## config.mk

```make
export PLATFORM = sky130hd
export DESIGN_NAME = lpx_dev_flat
export DESIGN_NICKNAME = d
export VERILOG_FILES = /design/src/design/lpx_pkg.sv /design/src/design/lpx_link_if.sv /design/src/design/lpx_dev.sv /design/src/flat_wrapper.sv
export SDC_FILE = /design/constraint.sdc
export NUM_CORES = 1
export LEC_CHECK = 0
export BUFFER_PORTS_ARGS = -buffer_cell sky130_fd_sc_hd__buf_4
export CAP_MARGIN = 10
export CORE_ASPECT_RATIO = 0.5
export CORE_MARGIN = 2
export CORE_UTILIZATION = 61
export CTS_BUF_LIST = sky130_fd_sc_hd__clkbuf_4
export CTS_CLUSTER_DIAMETER = 200
export DETAILED_ROUTE_END_ITERATION = 16
export HOLD_SLACK_MARGIN = 0.1
export PLACE_DENSITY = 0.91
export SLEW_MARGIN = 20
export SYNTH_ARGS = -nofsm -noshare
export SYNTH_HDL_FRONTEND = slang
export SYNTH_SLANG_ARGS = --single-unit
```

## constraint.sdc

```tcl
create_clock -name ref_clk -period 6.2 [get_ports ref_clk]
set_input_delay 1.86 -clock ref_clk [delete_from_list [all_inputs] [get_ports ref_clk]]
set_output_delay 1.86 -clock ref_clk [all_outputs]
set_load 0.03 [all_outputs]
```

## src/design/lpx_pkg.sv

```systemverilog
// Shared constants for the low-power SDRAM command decode link.
// Assumes both ends run on one ref_clk and meet through lpx_link_if.
// Behaviour
// - Mode load with bank 10 selects extended register.
// - Extended register holds until rewritten.
// - Controller drives bits 11..8, 4, 3 low.
// - Extended load only when idle, no burst.
// - Mode loads when idle, then wait recovery.
// - Bits 2..0 choose self refresh coverage.
// - Access any bank; self refresh keeps selected.
// - Bits 7..5 choose output drive strength.
// - Self refresh rate follows on-chip temperature.
// - Chip select high accepts no command.
// - No-op registers nothing, operations continue.
// - Activate opens row in addressed bank.
// - Precharge bank before activating another row.
// - Read/write take column, bank, auto precharge.
// - Precharge one bank, or all with bit10.
// - Refresh auto with enable high, self otherwise.
// - Byte masks: writes same cycle, reads two later.
// - All strobes low loads a mode register.
// - Enable low with write low enters deep sleep.
// - Enable high except self refresh, deep sleep.
// - Reinitialise fully after leaving deep sleep.
package lpx_pkg;
  localparam int ADDR_W     = 12;
  localparam int BANK_W     = 2;
  localparam int NBANK      = 4;
  localparam int MASK_W     = 4;
  localparam int EXT_W      = 14;
  localparam int COL_W      = 8;
  localparam int AP_BIT     = 10;
  localparam int READ_MASK_LAT = 2;
  localparam logic [1:0] BANK_SEL_BASE = 2'h0;
  localparam logic [1:0] BANK_SEL_EXT  = 2'h2;
  localparam int COV_LO = 0;
  localparam int COV_HI = 2;
  localparam int DRV_LO = 5;
  localparam int DRV_HI = 7;
  localparam logic [13:0] EXT_RESET = 14'h2000;
  localparam logic [11:0] BASE_RESET = 12'h000;
  // Coverage codes.
  localparam logic [2:0] COV_ALL  = 3'h0;
  localparam logic [2:0] COV_HALF = 3'h1;
  localparam logic [2:0] COV_QTR  = 3'h2;
  localparam logic [2:0] COV_8TH  = 3'h5;
  localparam logic [2:0] COV_16TH = 3'h6;
  // Drive strength codes.
  localparam logic [2:0] DRV_FULL = 3'h0;
  localparam logic [2:0] DRV_HALF = 3'h1;
  localparam logic [2:0] DRV_QTR  = 3'h2;
  localparam logic [2:0] DRV_8TH  = 3'h3;
  localparam logic [2:0] DRV_3QTR = 3'h4;
  // Mode-set recovery time in ns and as whole cycles at 40 MHz.
  localparam int MODE_SET_RECOVERY_NS = 2;
  localparam int CLK_PERIOD_PS = 25000;
  localparam int MRD_CYC_RAW =
    (MODE_SET_RECOVERY_NS * 1000 + CLK_PERIOD_PS - 1) / CLK_PERIOD_PS;
  localparam int MODE_SET_RECOVERY_CYC = (MRD_CYC_RAW < 1) ? 1 : MRD_CYC_RAW;
  // Temperature thresholds in sensor codes, refresh periods in cycles.
  localparam logic [7:0] TEMP_HOT  = 8'h46;
  localparam logic [7:0] TEMP_WARM = 8'h2d;
  localparam logic [15:0] SREF_PER_COLD = 16'h0800;
  localparam logic [15:0] SREF_PER_WARM = 16'h0400;
  localparam logic [15:0] SREF_PER_HOT  = 16'h0200;

  typedef enum logic [3:0] {
    CMD_INHIBIT, CMD_NOP, CMD_ACTIVATE, CMD_READ, CMD_WRITE, CMD_BURST_STOP,
    CMD_PRECHARGE, CMD_AUTO_REFRESH, CMD_SELF_REFRESH, CMD_MODE_SET,
    CMD_DEEP_SLEEP, CMD_ILLEGAL
  } lpx_cmd_t;

  // Decodes the pin levels into a command; chip select high wins.
  function automatic lpx_cmd_t lpx_decode(input logic cke, input logic cs_n,
      input logic ras_n, input logic cas_n, input logic we_n);
    lpx_cmd_t c;
    c = CMD_ILLEGAL;
    if (cs_n)
      c = CMD_INHIBIT;
    else if (cke)
      unique case ({ras_n, cas_n, we_n})
        3'h7: c = CMD_NOP;
        3'h3: c = CMD_ACTIVATE;
        3'h5: c = CMD_READ;
        3'h4: c = CMD_WRITE;
        3'h6: c = CMD_BURST_STOP;
        3'h2: c = CMD_PRECHARGE;
        3'h1: c = CMD_AUTO_REFRESH;
        3'h0: c = CMD_MODE_SET;
      endcase
    else if ({ras_n, cas_n, we_n} == 3'h1)
      c = CMD_SELF_REFRESH;
    else if ({ras_n, cas_n, we_n} == 3'h6)
      c = CMD_DEEP_SLEEP;
    return c;
  endfunction
endpackage

```

## src/design/lpx_link_if.sv

```systemverilog
// Command pins between memory controller and low-power SDRAM decoder.
// Assumes both ends sample on the same ref_clk rising edge.
`timescale 1ns/1ps
interface lpx_link_if
  import lpx_pkg::*;
();
  logic              cke;
  logic              cs_n;
  logic              ras_n;
  logic              cas_n;
  logic              we_n;
  logic [BANK_W-1:0] bank;
  logic [ADDR_W-1:0] addr;
  logic [MASK_W-1:0] dqm;

  modport ctrl (output cke, cs_n, ras_n, cas_n, we_n, bank, addr, dqm);
  modport dev  (input cke, cs_n, ras_n, cas_n, we_n, bank, addr, dqm);
endinterface

```

## src/design/lpx_dev.sv

```systemverilog
// Device end: command decode, mode registers, bank state, self refresh.
// Assumes the controller drives the pins synchronously to ref_clk.
`timescale 1ns/1ps
module lpx_dev
  import lpx_pkg::*;
(
  input  wire logic              ref_clk,
  input  wire logic              rst_n,
  lpx_link_if.dev                link,
  input  wire logic [7:0]        temp_code,
  output logic [EXT_W-1:0]       ext_cfg,
  output logic [ADDR_W-1:0]      base_cfg,
  output logic [NBANK-1:0]       bank_open,
  output logic [NBANK-1:0]       bank_retained,
  output logic [2:0]             drive_code,
  output logic                   cov_reserved,
  output logic                   drive_reserved,
  output logic                   self_refresh,
  output logic                   deep_sleep_state,
  output logic                   sref_tick,
  output logic                   cmd_valid,
  output logic [3:0]             cmd_code,
  output logic [BANK_W-1:0]      cmd_bank,
  output logic [ADDR_W-1:0]      cmd_row,
  output logic [COL_W-1:0]       cmd_col,
  output logic                   cmd_auto_pre,
  output logic [MASK_W-1:0]      wr_mask,
  output logic [MASK_W-1:0]      rd_mask
);
  lpx_cmd_t cmd;
  logic [EXT_W-1:0]  ext_r, ext_nxt;
  logic [ADDR_W-1:0] base_r, base_nxt;
  logic [NBANK-1:0]  open_r, open_nxt, keep_r, keep_nxt;
  logic [ADDR_W-1:0] row_r [NBANK];
  logic              sref_r, sref_nxt, dsl_r, dsl_nxt;
  logic [15:0]       scnt_r, scnt_nxt, sper;
  logic              tick_r, tick_nxt;
  logic [MASK_W-1:0] rdm_pipe_r [READ_MASK_LAT];
  logic [MASK_W-1:0] wrm_r;
  logic              covres_r, covres_nxt, drvres_r, drvres_nxt;

  assign cmd = lpx_decode(link.cke, link.cs_n, link.ras_n, link.cas_n,
                          link.we_n);

  // Banks that keep data in self refresh for a coverage code.
  function automatic logic [NBANK-1:0] cov_banks(input logic [2:0] c);
    logic [NBANK-1:0] b;
    b = 4'hf;
    unique case (c)
      COV_HALF: b = 4'h3;
      COV_QTR, COV_8TH, COV_16TH: b = 4'h1;
      default: b = 4'hf;
    endcase
    return b;
  endfunction

  // Mode registers, bank state and power states.
  always_comb
  begin
    ext_nxt  = ext_r;
    base_nxt = base_r;
    open_nxt = open_r;
    keep_nxt = keep_r;
    sref_nxt = sref_r;
    dsl_nxt  = dsl_r;
    if (sref_r)
    begin
      if (link.cke)
        sref_nxt = 1'b0;
    end
    else if (dsl_r)
    begin
      if (link.cke)
        dsl_nxt = 1'b0;
    end
    else
      unique case (cmd)
        CMD_ACTIVATE:
          open_nxt[link.bank] = 1'b1;
        CMD_PRECHARGE:
          if (link.addr[AP_BIT])
            open_nxt = '0;
          else
            open_nxt[link.bank] = 1'b0;
        CMD_READ, CMD_WRITE:
        begin
          keep_nxt[link.bank] = 1'b1;
          if (link.addr[AP_BIT])
            open_nxt[link.bank] = 1'b0;
        end
        CMD_MODE_SET:
          if (link.bank == BANK_SEL_EXT)
            ext_nxt = {link.bank, link.addr};
          else if (link.bank == BANK_SEL_BASE)
            base_nxt = link.addr;
        CMD_SELF_REFRESH:
        begin
          sref_nxt = 1'b1;
          keep_nxt = keep_r & cov_banks(ext_r[COV_HI:COV_LO]);
        end
        CMD_DEEP_SLEEP:
        begin
          dsl_nxt  = 1'b1;
          open_nxt = '0;
          keep_nxt = '0;
        end
        default: ;
      endcase
    // Reserved-code flags track the value the register will hold next.
    covres_nxt = ext_nxt[COV_HI:COV_LO] inside {3'h3, 3'h4, 3'h7};
    drvres_nxt = ext_nxt[DRV_HI:DRV_LO] > DRV_3QTR;
  end

  // Self refresh period follows the on-chip temperature reading.
  always_comb
  begin
    if (temp_code >= TEMP_HOT)
      sper = SREF_PER_HOT;
    else if (temp_code >= TEMP_WARM)
      sper = SREF_PER_WARM;
    else
      sper = SREF_PER_COLD;
    scnt_nxt = '0;
    tick_nxt = 1'b0;
    if (sref_r)
    begin
      if (scnt_r + 16'h0001 >= sper)
        tick_nxt = 1'b1;
      else
        scnt_nxt = scnt_r + 16'h0001;
    end
  end

  // Registers; the extended register changes only on its own load.
  always_ff @(posedge ref_clk)
  begin
    if (!rst_n)
    begin
      ext_r  <= EXT_RESET;
      base_r <= BASE_RESET;
      open_r <= '0;
      keep_r <= '0;
      sref_r <= 1'b0;
      dsl_r  <= 1'b0;
      scnt_r <= '0;
      tick_r <= 1'b0;
      covres_r <= 1'b0;
      drvres_r <= 1'b0;
    end
    else
    begin
      ext_r  <= ext_nxt;
      base_r <= base_nxt;
      open_r <= open_nxt;
      keep_r <= keep_nxt;
      sref_r <= sref_nxt;
      dsl_r  <= dsl_nxt;
      scnt_r <= scnt_nxt;
      tick_r <= tick_nxt;
      covres_r <= covres_nxt;
      drvres_r <= drvres_nxt;
    end
  end

  // Open row per bank, registered command fields and byte masks.
  always_ff @(posedge ref_clk)
  begin
    if (!rst_n)
    begin
      for (int i = 0; i < NBANK; i++)
        row_r[i] <= '0;
      for (int i = 0; i < READ_MASK_LAT; i++)
        rdm_pipe_r[i] <= '0;
      wrm_r        <= '0;
      cmd_valid    <= 1'b0;
      cmd_code     <= '0;
      cmd_bank     <= '0;
      cmd_row      <= '0;
      cmd_col      <= '0;
      cmd_auto_pre <= 1'b0;
    end
    else
    begin
      if (cmd == CMD_ACTIVATE && !sref_r && !dsl_r)
        row_r[link.bank] <= link.addr;
      wrm_r         <= (cmd == CMD_WRITE) ? link.dqm : '0;
      rdm_pipe_r[0] <= link.dqm;
      for (int i = 1; i < READ_MASK_LAT; i++)
        rdm_pipe_r[i] <= rdm_pipe_r[i-1];
      cmd_valid <= !sref_r && !dsl_r && cmd != CMD_INHIBIT
                   && cmd != CMD_NOP && cmd != CMD_ILLEGAL;
      cmd_code  <= cmd;
      cmd_bank  <= link.bank;
      if (cmd == CMD_AUTO_REFRESH)
        cmd_row <= '0;
      else if (cmd == CMD_READ || cmd == CMD_WRITE)
        cmd_row <= row_r[link.bank];
      else
        cmd_row <= link.addr;
      cmd_col   <= link.addr[COL_W-1:0];
      cmd_auto_pre <= link.addr[AP_BIT]
                      && (cmd == CMD_READ || cmd == CMD_WRITE);
    end
  end

  // Outputs straight from flip-flops.
  always_comb
  begin
    ext_cfg          = ext_r;
    base_cfg         = base_r;
    bank_open        = open_r;
    bank_retained    = keep_r;
    drive_code       = ext_r[DRV_HI:DRV_LO];
    cov_reserved     = covres_r;
    drive_reserved   = drvres_r;
    self_refresh     = sref_r;
    deep_sleep_state = dsl_r;
    sref_tick        = tick_r;
    wr_mask          = wrm_r;
    rd_mask          = rdm_pipe_r[READ_MASK_LAT-1];
  end
endmodule

```

## src/flat_wrapper.sv

```systemverilog
// flat-port wrapper written by rule: the top's interface ports become plain ports
module lpx_dev_flat import lpx_pkg::*;
  (ref_clk, rst_n, temp_code, ext_cfg, base_cfg, bank_open, bank_retained, drive_code, cov_reserved, drive_reserved, self_refresh, deep_sleep_state, sref_tick, cmd_valid, cmd_code, cmd_bank, cmd_row, cmd_col, cmd_auto_pre, wr_mask, rd_mask, link_cke, link_cs_n, link_ras_n, link_cas_n, link_we_n, link_bank, link_addr, link_dqm);
  lpx_link_if link_i ();
  input  wire logic ref_clk;
  input  wire logic rst_n;
  input  wire logic [7:0] temp_code;
  output logic [EXT_W-1:0] ext_cfg;
  output logic [ADDR_W-1:0] base_cfg;
  output logic [NBANK-1:0] bank_open;
  output logic [NBANK-1:0] bank_retained;
  output logic [2:0] drive_code;
  output logic cov_reserved;
  output logic drive_reserved;
  output logic self_refresh;
  output logic deep_sleep_state;
  output logic sref_tick;
  output logic cmd_valid;
  output logic [3:0] cmd_code;
  output logic [BANK_W-1:0] cmd_bank;
  output logic [ADDR_W-1:0] cmd_row;
  output logic [COL_W-1:0] cmd_col;
  output logic cmd_auto_pre;
  output logic [MASK_W-1:0] wr_mask;
  output logic [MASK_W-1:0] rd_mask;
  input wire logic [$bits(link_i.cke)-1:0] link_cke;
  input wire logic [$bits(link_i.cs_n)-1:0] link_cs_n;
  input wire logic [$bits(link_i.ras_n)-1:0] link_ras_n;
  input wire logic [$bits(link_i.cas_n)-1:0] link_cas_n;
  input wire logic [$bits(link_i.we_n)-1:0] link_we_n;
  input wire logic [$bits(link_i.bank)-1:0] link_bank;
  input wire logic [$bits(link_i.addr)-1:0] link_addr;
  input wire logic [$bits(link_i.dqm)-1:0] link_dqm;
  assign link_i.cke = link_cke;
  assign link_i.cs_n = link_cs_n;
  assign link_i.ras_n = link_ras_n;
  assign link_i.cas_n = link_cas_n;
  assign link_i.we_n = link_we_n;
  assign link_i.bank = link_bank;
  assign link_i.addr = link_addr;
  assign link_i.dqm = link_dqm;
  lpx_dev u_core (.ref_clk(ref_clk), .rst_n(rst_n), .link(link_i), .temp_code(temp_code), .ext_cfg(ext_cfg), .base_cfg(base_cfg), .bank_open(bank_open), .bank_retained(bank_retained), .drive_code(drive_code), .cov_reserved(cov_reserved), .drive_reserved(drive_reserved), .self_refresh(self_refresh), .deep_sleep_state(deep_sleep_state), .sref_tick(sref_tick), .cmd_valid(cmd_valid), .cmd_code(cmd_code), .cmd_bank(cmd_bank), .cmd_row(cmd_row), .cmd_col(cmd_col), .cmd_auto_pre(cmd_auto_pre), .wr_mask(wr_mask), .rd_mask(rd_mask));
endmodule
```

# == After elaboration in Yosys (flattened, before gate mapping) ==
# Memories as Yosys holds them, arrays and structs flattened.
# Index checks and enable logic that the tools add are counted.
# classes
addsub,1
order_cmp,6
n_eq_ne,21
mux,38
bitwise,11
n_reduce_logical,27
# op_table
op,n
$mux W4,10
$mux W12,3
$mux W8,4
$add A16 B1 Y16 const B,1
$ge A16 B16 Y1,1
$mux W16,1
$pmux W4 S4,1
$eq A3 B3 Y1 const B,5
$mux W1,15
$eq A4 B3 Y1 const B,3
$eq A4 B4 Y1 const B,3
$pmux W4 S3,1
$reduce_or A12 Y1,1
$and A4 B4 Y4,2
$eq A4 B2 Y1 const B,2
$ge A8 B6 Y1 const B,1
$ge A8 B7 Y1 const B,1
$logic_and A1 B1 Y1,8
$or A4 B4 Y4,2
$pmux W4 S2,1
$reduce_and A4 Y1,2
$reduce_bool A4 Y1,2
$eq A3 B1 Y1 const B,2
$eq A3 B2 Y1 const B,2
other kinds (21),30
# totals
ff_bits,87
ram_bits,56
mem_bits_ro,32
inputBits,33
out_inout_bits,78
word_cells,125
mem_count,3
# memory_table
memory,depth,word_bits,read_ports,rd_clocked_by_memory_dff,write_ports,line_no,text
u_core.row_r,4,12,1,0,4,lpx_dev.sv:34,logic [ADDR_W-1:0] row_r [NBANK];
(name not given),8,4,1,0,0,lpx_pkg.sv:81,"unique case ({ras_n, cas_n, we_n})"
u_core.rdm_pipe_r,2,4,2,0,2,lpx_dev.sv:38,logic [MASK_W-1:0] rdm_pipe_r [READ_MASK_LAT];

# == Longest topological paths before layout ==
# depth
word_depth,13
depth_mapped,12
depth_no_buf,11

# == Least setup slack after synthesis ==
# Ideal clock, no wire load.
# synth_timing
path_kind,input to register
from,in temp_code[1]
to,reg u_core.scnt_r[11]
setup_time_ns,0.065
arrival_ns,4.205
required_time_ns,6.135
slack_ns,1.929
stages,11
path_buffers,1
cell_sequence,a2111o_1 > a21o_1 > nand2b_1 > ha_1 > nor2b_1 > o21ai_0 > nand2b_1 > nor4_1 > or4b_1 > buf_2 > nor2b_1
# synth_via
elab_chain_cells,5
elab_cells_between_ends,6
classes_between,order compare: 3; mux: 2; reduce/logical: 1
# synth_rtl
item,line_no,text
from (decl),flat_wrapper.sv:7,input wire logic [7:0] temp_code;
$ge A8 B6 Y1,lpx_dev.sv:119,else if (temp_code >= TEMP_WARM)
$mux W12,lpx_dev.sv:119,
$mux W16 *,lpx_dev.sv:117,if (temp_code >= TEMP_HOT)
$ge A16 B16 Y1 *,lpx_dev.sv:127,if (scnt_r + 16'h0001 >= sper)
$reduce_or A3 Y1 (no source line) *,-,
to (signal assigned),lpx_dev.sv:158,scnt_r <= scnt_nxt;
to (decl),lpx_dev.sv:36,"logic [15:0] scnt_r, scnt_nxt, sper;"
# Every way passes the cells marked *; elsewhere a longest branch is shown, timed or not.
# A chain may end at the register's enable or synchronous reset.

# == Worst setup path in the final report ==
# layout_timing
from,in temp_code[1]
to,reg u_core.scnt_r[8]
# Same word-level chain as after synthesis.

==> report_table.html <==
<table>
<tr><th>Metric</th><th>Value</th></tr>
<tr><th colspan="2">Clock tree</th></tr>
<tr><td>Number of levels in the clock H-tree</td><td>4</td></tr>
<tr><td>Clock Tree Root</td><td>clkbuf_4</td></tr>
<tr><td>Clock tree from TritonCTS</td><td>yes</td></tr>
<tr><td>Clock-pin slew of the registers on the worst-case setup and hold paths</td><td>120 ps</td></tr>
<tr><td>Total clock sinks</td><td>143</td></tr>
<tr><td>Max clock buf depth</td><td>2</td></tr>
<tr><td>CTS Hold Bufs</td><td>0</td></tr>
<tr><td>CTS resizes</td><td>0</td></tr>
<tr><td>Clock latency of the later-clocked register in the worst-skew pair</td><td>540 ps</td></tr>
<tr><td>Inserted Clock Buffers</td><td>17</td></tr>
<tr><td>Setup Fix Bufs, Post-CTS</td><td>0</td></tr>
<tr><th colspan="2">Pwr</th></tr>
<tr><td>Net Switching</td><td>0.000483 W</td></tr>
<tr><td>Flop pwr share</td><td>56.1%</td></tr>
<tr><td>Leakage</td><td>2.96 nW</td></tr>
<tr><td>Power density over cell area</td><td>253 nW/um^2</td></tr>
<tr><td>Combinational cell fraction of total power</td><td>11.6%</td></tr>
<tr><td>Sw frac</td><td>26.8%</td></tr>
<tr><td>Internal</td><td>0.00132 W</td></tr>
<tr><td>Clock network power share</td><td>32.4%</td></tr>
<tr><td>Total power after layout</td><td>0.00180 W</td></tr>
<tr><td>Highest ir drop seen on vdd</td><td>0.134 mV</td></tr>
<tr><th colspan="2">Global routing</th></tr>
<tr><td>Fraction of met1 tracks used by global routing</td><td>35.1%</td></tr>
<tr><td>Global-route wire length before repair</td><td>21.9 mm</td></tr>
<tr><td>Aggregate global-route resource usage</td><td>27.6%</td></tr>
<tr><td>Via count of the first global-routing pass</td><td>4398</td></tr>
<tr><td>GR Util met3</td><td>8.89%</td></tr>
<tr><td>Pin count of the biggest net entering global routing</td><td>40</td></tr>
<tr><td>Fraction of met2 tracks used by global routing</td><td>44.6%</td></tr>
<tr><td>Total congestion overflow</td><td>0</td></tr>
<tr><td>Busiest metal layer after global routing</td><td>met2</td></tr>
<tr><td>Number of antenna violations at the first check in global routing</td><td>1</td></tr>
<tr><th colspan="2">Yosys</th></tr>
<tr><td>Primary FF master, synth</td><td>dfxtp_1</td></tr>
<tr><td>Portion of synthesized cell area occupied by the leading cell type</td><td>31.8%</td></tr>
<tr><td>Flip-flop and latch count after synthesis</td><td>143</td></tr>
<tr><td>Synth top area cells</td><td>dfxtp_1 32%, edfxtp_1 24%, mux4_2 4.9%, nand2_1 4.6%, nor2_1 3.3%</td></tr>
<tr><td>Yosys warning count</td><td>0</td></tr>
<tr><td>Number of instances in the synthesized netlist</td><td>568</td></tr>
<tr><td>Post-synth design cell area</td><td>5990 um^2</td></tr>
<tr><td>Synth Area per Inst</td><td>10.5 um^2</td></tr>
<tr><td>Netlist cell types</td><td>57</td></tr>
<tr><td>Share of the yosys chip area belonging to registers</td><td>55.8%</td></tr>
<tr><td>Library cell with the largest summed area after synthesis</td><td>dfxtp_1</td></tr>
<tr><td>Number of flops mapped to enable cells by yosys</td><td>48</td></tr>
<tr><td>Post-synth ARST share</td><td>0%</td></tr>
<tr><th colspan="2">Final layout</th></tr>
<tr><td>Number of inserted filler cells in the final layout</td><td>674</td></tr>
<tr><td>Area added between synthesis and finish</td><td>18.9%</td></tr>
<tr><td>Fin nets</td><td>706</td></tr>
<tr><td>Layout cell share with drive strength beyond 1</td><td>25.1%</td></tr>
<tr><th colspan="2">Timing</th></tr>
<tr><td>Final min period</td><td>4120 ps</td></tr>
<tr><td>Layout Skew</td><td>21.1 ps</td></tr>
<tr><td>Setup slack after layout</td><td>2080 ps</td></tr>
<tr><td>Highest achievable clock rate</td><td>243 MHz</td></tr>
<tr><td>Relative slew slack</td><td>23.8%</td></tr>
<tr><td>Ratio of final minimum period to clock period</td><td>66.4%</td></tr>
<tr><td>Unrepaired setup endpoints after global routing</td><td>no</td></tr>
<tr><td>Number of hold violations in the final report</td><td>0</td></tr>
<tr><td>Final setup viols</td><td>0</td></tr>
<tr><td>Total Negative Setup Slacks</td><td>0 ps</td></tr>
<tr><td>Count of final max-slew check failures</td><td>0</td></tr>
<tr><td>Worst Tran Pin Value</td><td>1140 ps</td></tr>
<tr><th colspan="2">Detailed routing</th></tr>
<tr><td>Routed length per placed instance</td><td>17.6 um</td></tr>
<tr><td>Post-route DRC violation count</td><td>0</td></tr>
<tr><td>Via count</td><td>4681</td></tr>
<tr><td>Detailed Route Iter0 Violations</td><td>328</td></tr>
<tr><td>Total length of routed wires</td><td>14.3 mm</td></tr>
<tr><td>Mean number of vias per cell</td><td>5.75</td></tr>
<tr><td>Initial DRT Pass Iterations</td><td>5</td></tr>
<tr><td>Antenna viol nets, final</td><td>0</td></tr>
<tr><th colspan="2">Placed design</th></tr>
<tr><td>Post-place setup slack</td><td>1580 ps</td></tr>
<tr><td>Detailed-placement wirelength estimate</td><td>9.88 mm</td></tr>
<tr><td>Final weighted congestion of routability-driven global placement</td><td>0.948</td></tr>
<tr><td>Count of input and output buffers</td><td>110</td></tr>
<tr><th colspan="2">Flow run</th></tr>
<tr><td>Max-capacitance violation count</td><td>0</td></tr>
<tr><th colspan="2">Worst setup path</th></tr>
<tr><td>CP startpoint kind</td><td>input pin</td></tr>
<tr><td>Worst Setup End Kind</td><td>flip-flop</td></tr>
<tr><td>Worst-path fanout max</td><td>12</td></tr>
<tr><td>Worst EP arrival</td><td>4580 ps</td></tr>
<tr><td>Type of the setup path with the least slack</td><td>in -&gt; reg</td></tr>
<tr><td>Required time worst endpoint</td><td>6660 ps</td></tr>
<tr><th colspan="2">Floorplanning</th></tr>
<tr><td>Total core area</td><td>9480 um^2</td></tr>
<tr><td>Floorplan die width</td><td>144 um</td></tr>
<tr><td>Die Y</td><td>74.1 um</td></tr>
<tr><td>Die area</td><td>10700 um^2</td></tr>
<tr><td>Boundary pin count</td><td>111</td></tr>
<tr><td>Starting density of the core</td><td>63.2%</td></tr>
<tr><td>Site Rows</td><td>25</td></tr>
<tr><th colspan="2">Outcome</th></tr>
<tr><td>Outcome</td><td>complete, no violations</td></tr>
<tr><th colspan="2">Min path</th></tr>
<tr><td>Type of the tightest min-delay check</td><td>reg -&gt; reg</td></tr>
</table>
## through the flow
stage          instances  util (%)  hold slack, ps  cell area, um^2
2_1_floorplan        571         -             412             6000
3_3_place_gp         781      72.2             423             6840
3_5_place_dp         781      72.2             421             6840
4_1_cts              813      75.1             451             7120
5_1_grt              814      75.1             474             7120
6_report             814      75.1             447             7120
## sequential cells by signal (all words and copies together), names as in the netlist, 8 cells and up
register           cells
u_core.row_r          48
u_core.scnt_r         16
u_core.ext_cfg        14
u_core.base_cfg       12
u_core.cmd_row        12
u_core.cmd_col         8
u_core.rdm_pipe_r      8
## power by group through the flow
stage          logic [W]  registers [W]  clock network [W]
6_report        0.000209        0.00101           0.000582
5_1_grt         0.000222        0.00101           0.000626
4_1_cts         0.000207        0.00101           0.000588
3_5_place_dp    0.000206        0.00103                  0
3_3_place_gp    0.000201        0.00103                  0
2_1_floorplan  0.0000988        0.00106                  0
## cell type report
type | count | area (um^2) | share of cell area (%)
Inverter | 11 | 41.3 | 0.580
Antenna cell | 1 | 2.50 | 0.0351
Multi-Input combinational cell | 377 | 2420 | 34.1
Sequential cell | 143 | 3340 | 47.0
Clock buffer | 18 | 135 | 1.90
Timing Repair Buffer | 115 | 863 | 12.1
Tap cell | 135 | 169 | 2.37
Clock inverter | 14 | 141 | 1.99
## cells in the mapped netlist (all sizes together), types with 6 or more instances
cell type  count
nand2b         9
o21ai         10
ha             8
nor3           6
nor2b         12
xor2           8
edfxtp        48
dfxtp         95
nor4           6
buf           22
nor2          53
and3          31
inv           10
clkbuf        18
nand2         73
and2          27
nand4          7
a21oi         31
nand3         12
mux2i         12
mux4          13
## cells in the final DEF, fill, tap and decap left out, types with 3 or more instances in the layout
| cell type | count |
|---|---|
| nand4_1 | 7 |
| o21ai_0 | 10 |
| mux2i_1 | 12 |
| clkinvlp_4 | 3 |
| edfxtp_1 | 48 |
| mux4_2 | 13 |
| clkbuf_4 | 18 |
| a31oi_1 | 5 |
| and3_1 | 31 |
| a211oi_1 | 5 |
| dfxtp_1 | 95 |
| nand2_1 | 73 |
| or3_1 | 5 |
| xnor2_1 | 5 |
| nor4_1 | 4 |
| conb_1 | 4 |
| nand3_1 | 12 |
| xor2_1 | 8 |
| nor2_1 | 52 |
| nor3_1 | 5 |
| inv_1 | 10 |
| a211o_1 | 3 |
| ha_1 | 8 |
| buf_4 | 115 |
| a21oi_1 | 31 |
| nand2b_1 | 9 |
| nor3b_1 | 4 |
| o211ai_1 | 5 |
| and2_1 | 27 |
| clkinv_1 | 3 |
| nor2b_1 | 12 |
## critical path, cell delays in order
cell and delay [ps]:
buf_4 110, a2111o_1 390, a21o_1 190, nand2b_1 150, ha_1 290, nor2b_1 140, o21ai_0 140, nand2b_1 80
nor4_1 320, or4b_1 700, nor2_1 200
## layer usage
layer,vias to the layer above,wire length (um),part of all wire (%)
met4,0,344,2.4
li1,2185,-,-
met3,27,1420,9.9
met1,2212,5900,41
met5,-,0,0
met2,257,6630,46
## logic make-up (layout without fill, tap and decap cells)
group / after synthesis / after routing / synth area share [%]
buffers and inverters: 51 / 158 / 4.05
and+or+nand+nor: 250 / 250 / 21.2
xor gates and xnor gates: 13 / 13 / 1.90
muxes: 25 / 25 / 6.90
DFF: 143 / 143 / 55.8
AOI/OAI and AO/OA: 77 / 77 / 8.40
other: 1 / 5 / 0.0626
adders and majority gates: 8 / 8 / 1.67
## worst paths after layout
check                                                   startpoint                                 end  slack [ps]  depth (start not counted)
worst max register to register         u_core.scnt_r[3]$_SDFF_PP0_         u_core.scnt_r[8]$_SDFF_PP0_        3060                         11
worst min register to register  u_core.rdm_pipe_r[0][0]$_SDFF_PN0_  u_core.rdm_pipe_r[0][4]$_SDFF_PN0_         450                          1
worst min-delay path            u_core.rdm_pipe_r[0][0]$_SDFF_PN0_  u_core.rdm_pipe_r[0][4]$_SDFF_PN0_         450                          1
worst max-delay path                                  temp_code[1]         u_core.scnt_r[8]$_SDFF_PP0_        2080                         11
(Power assumes the default switching activity.)
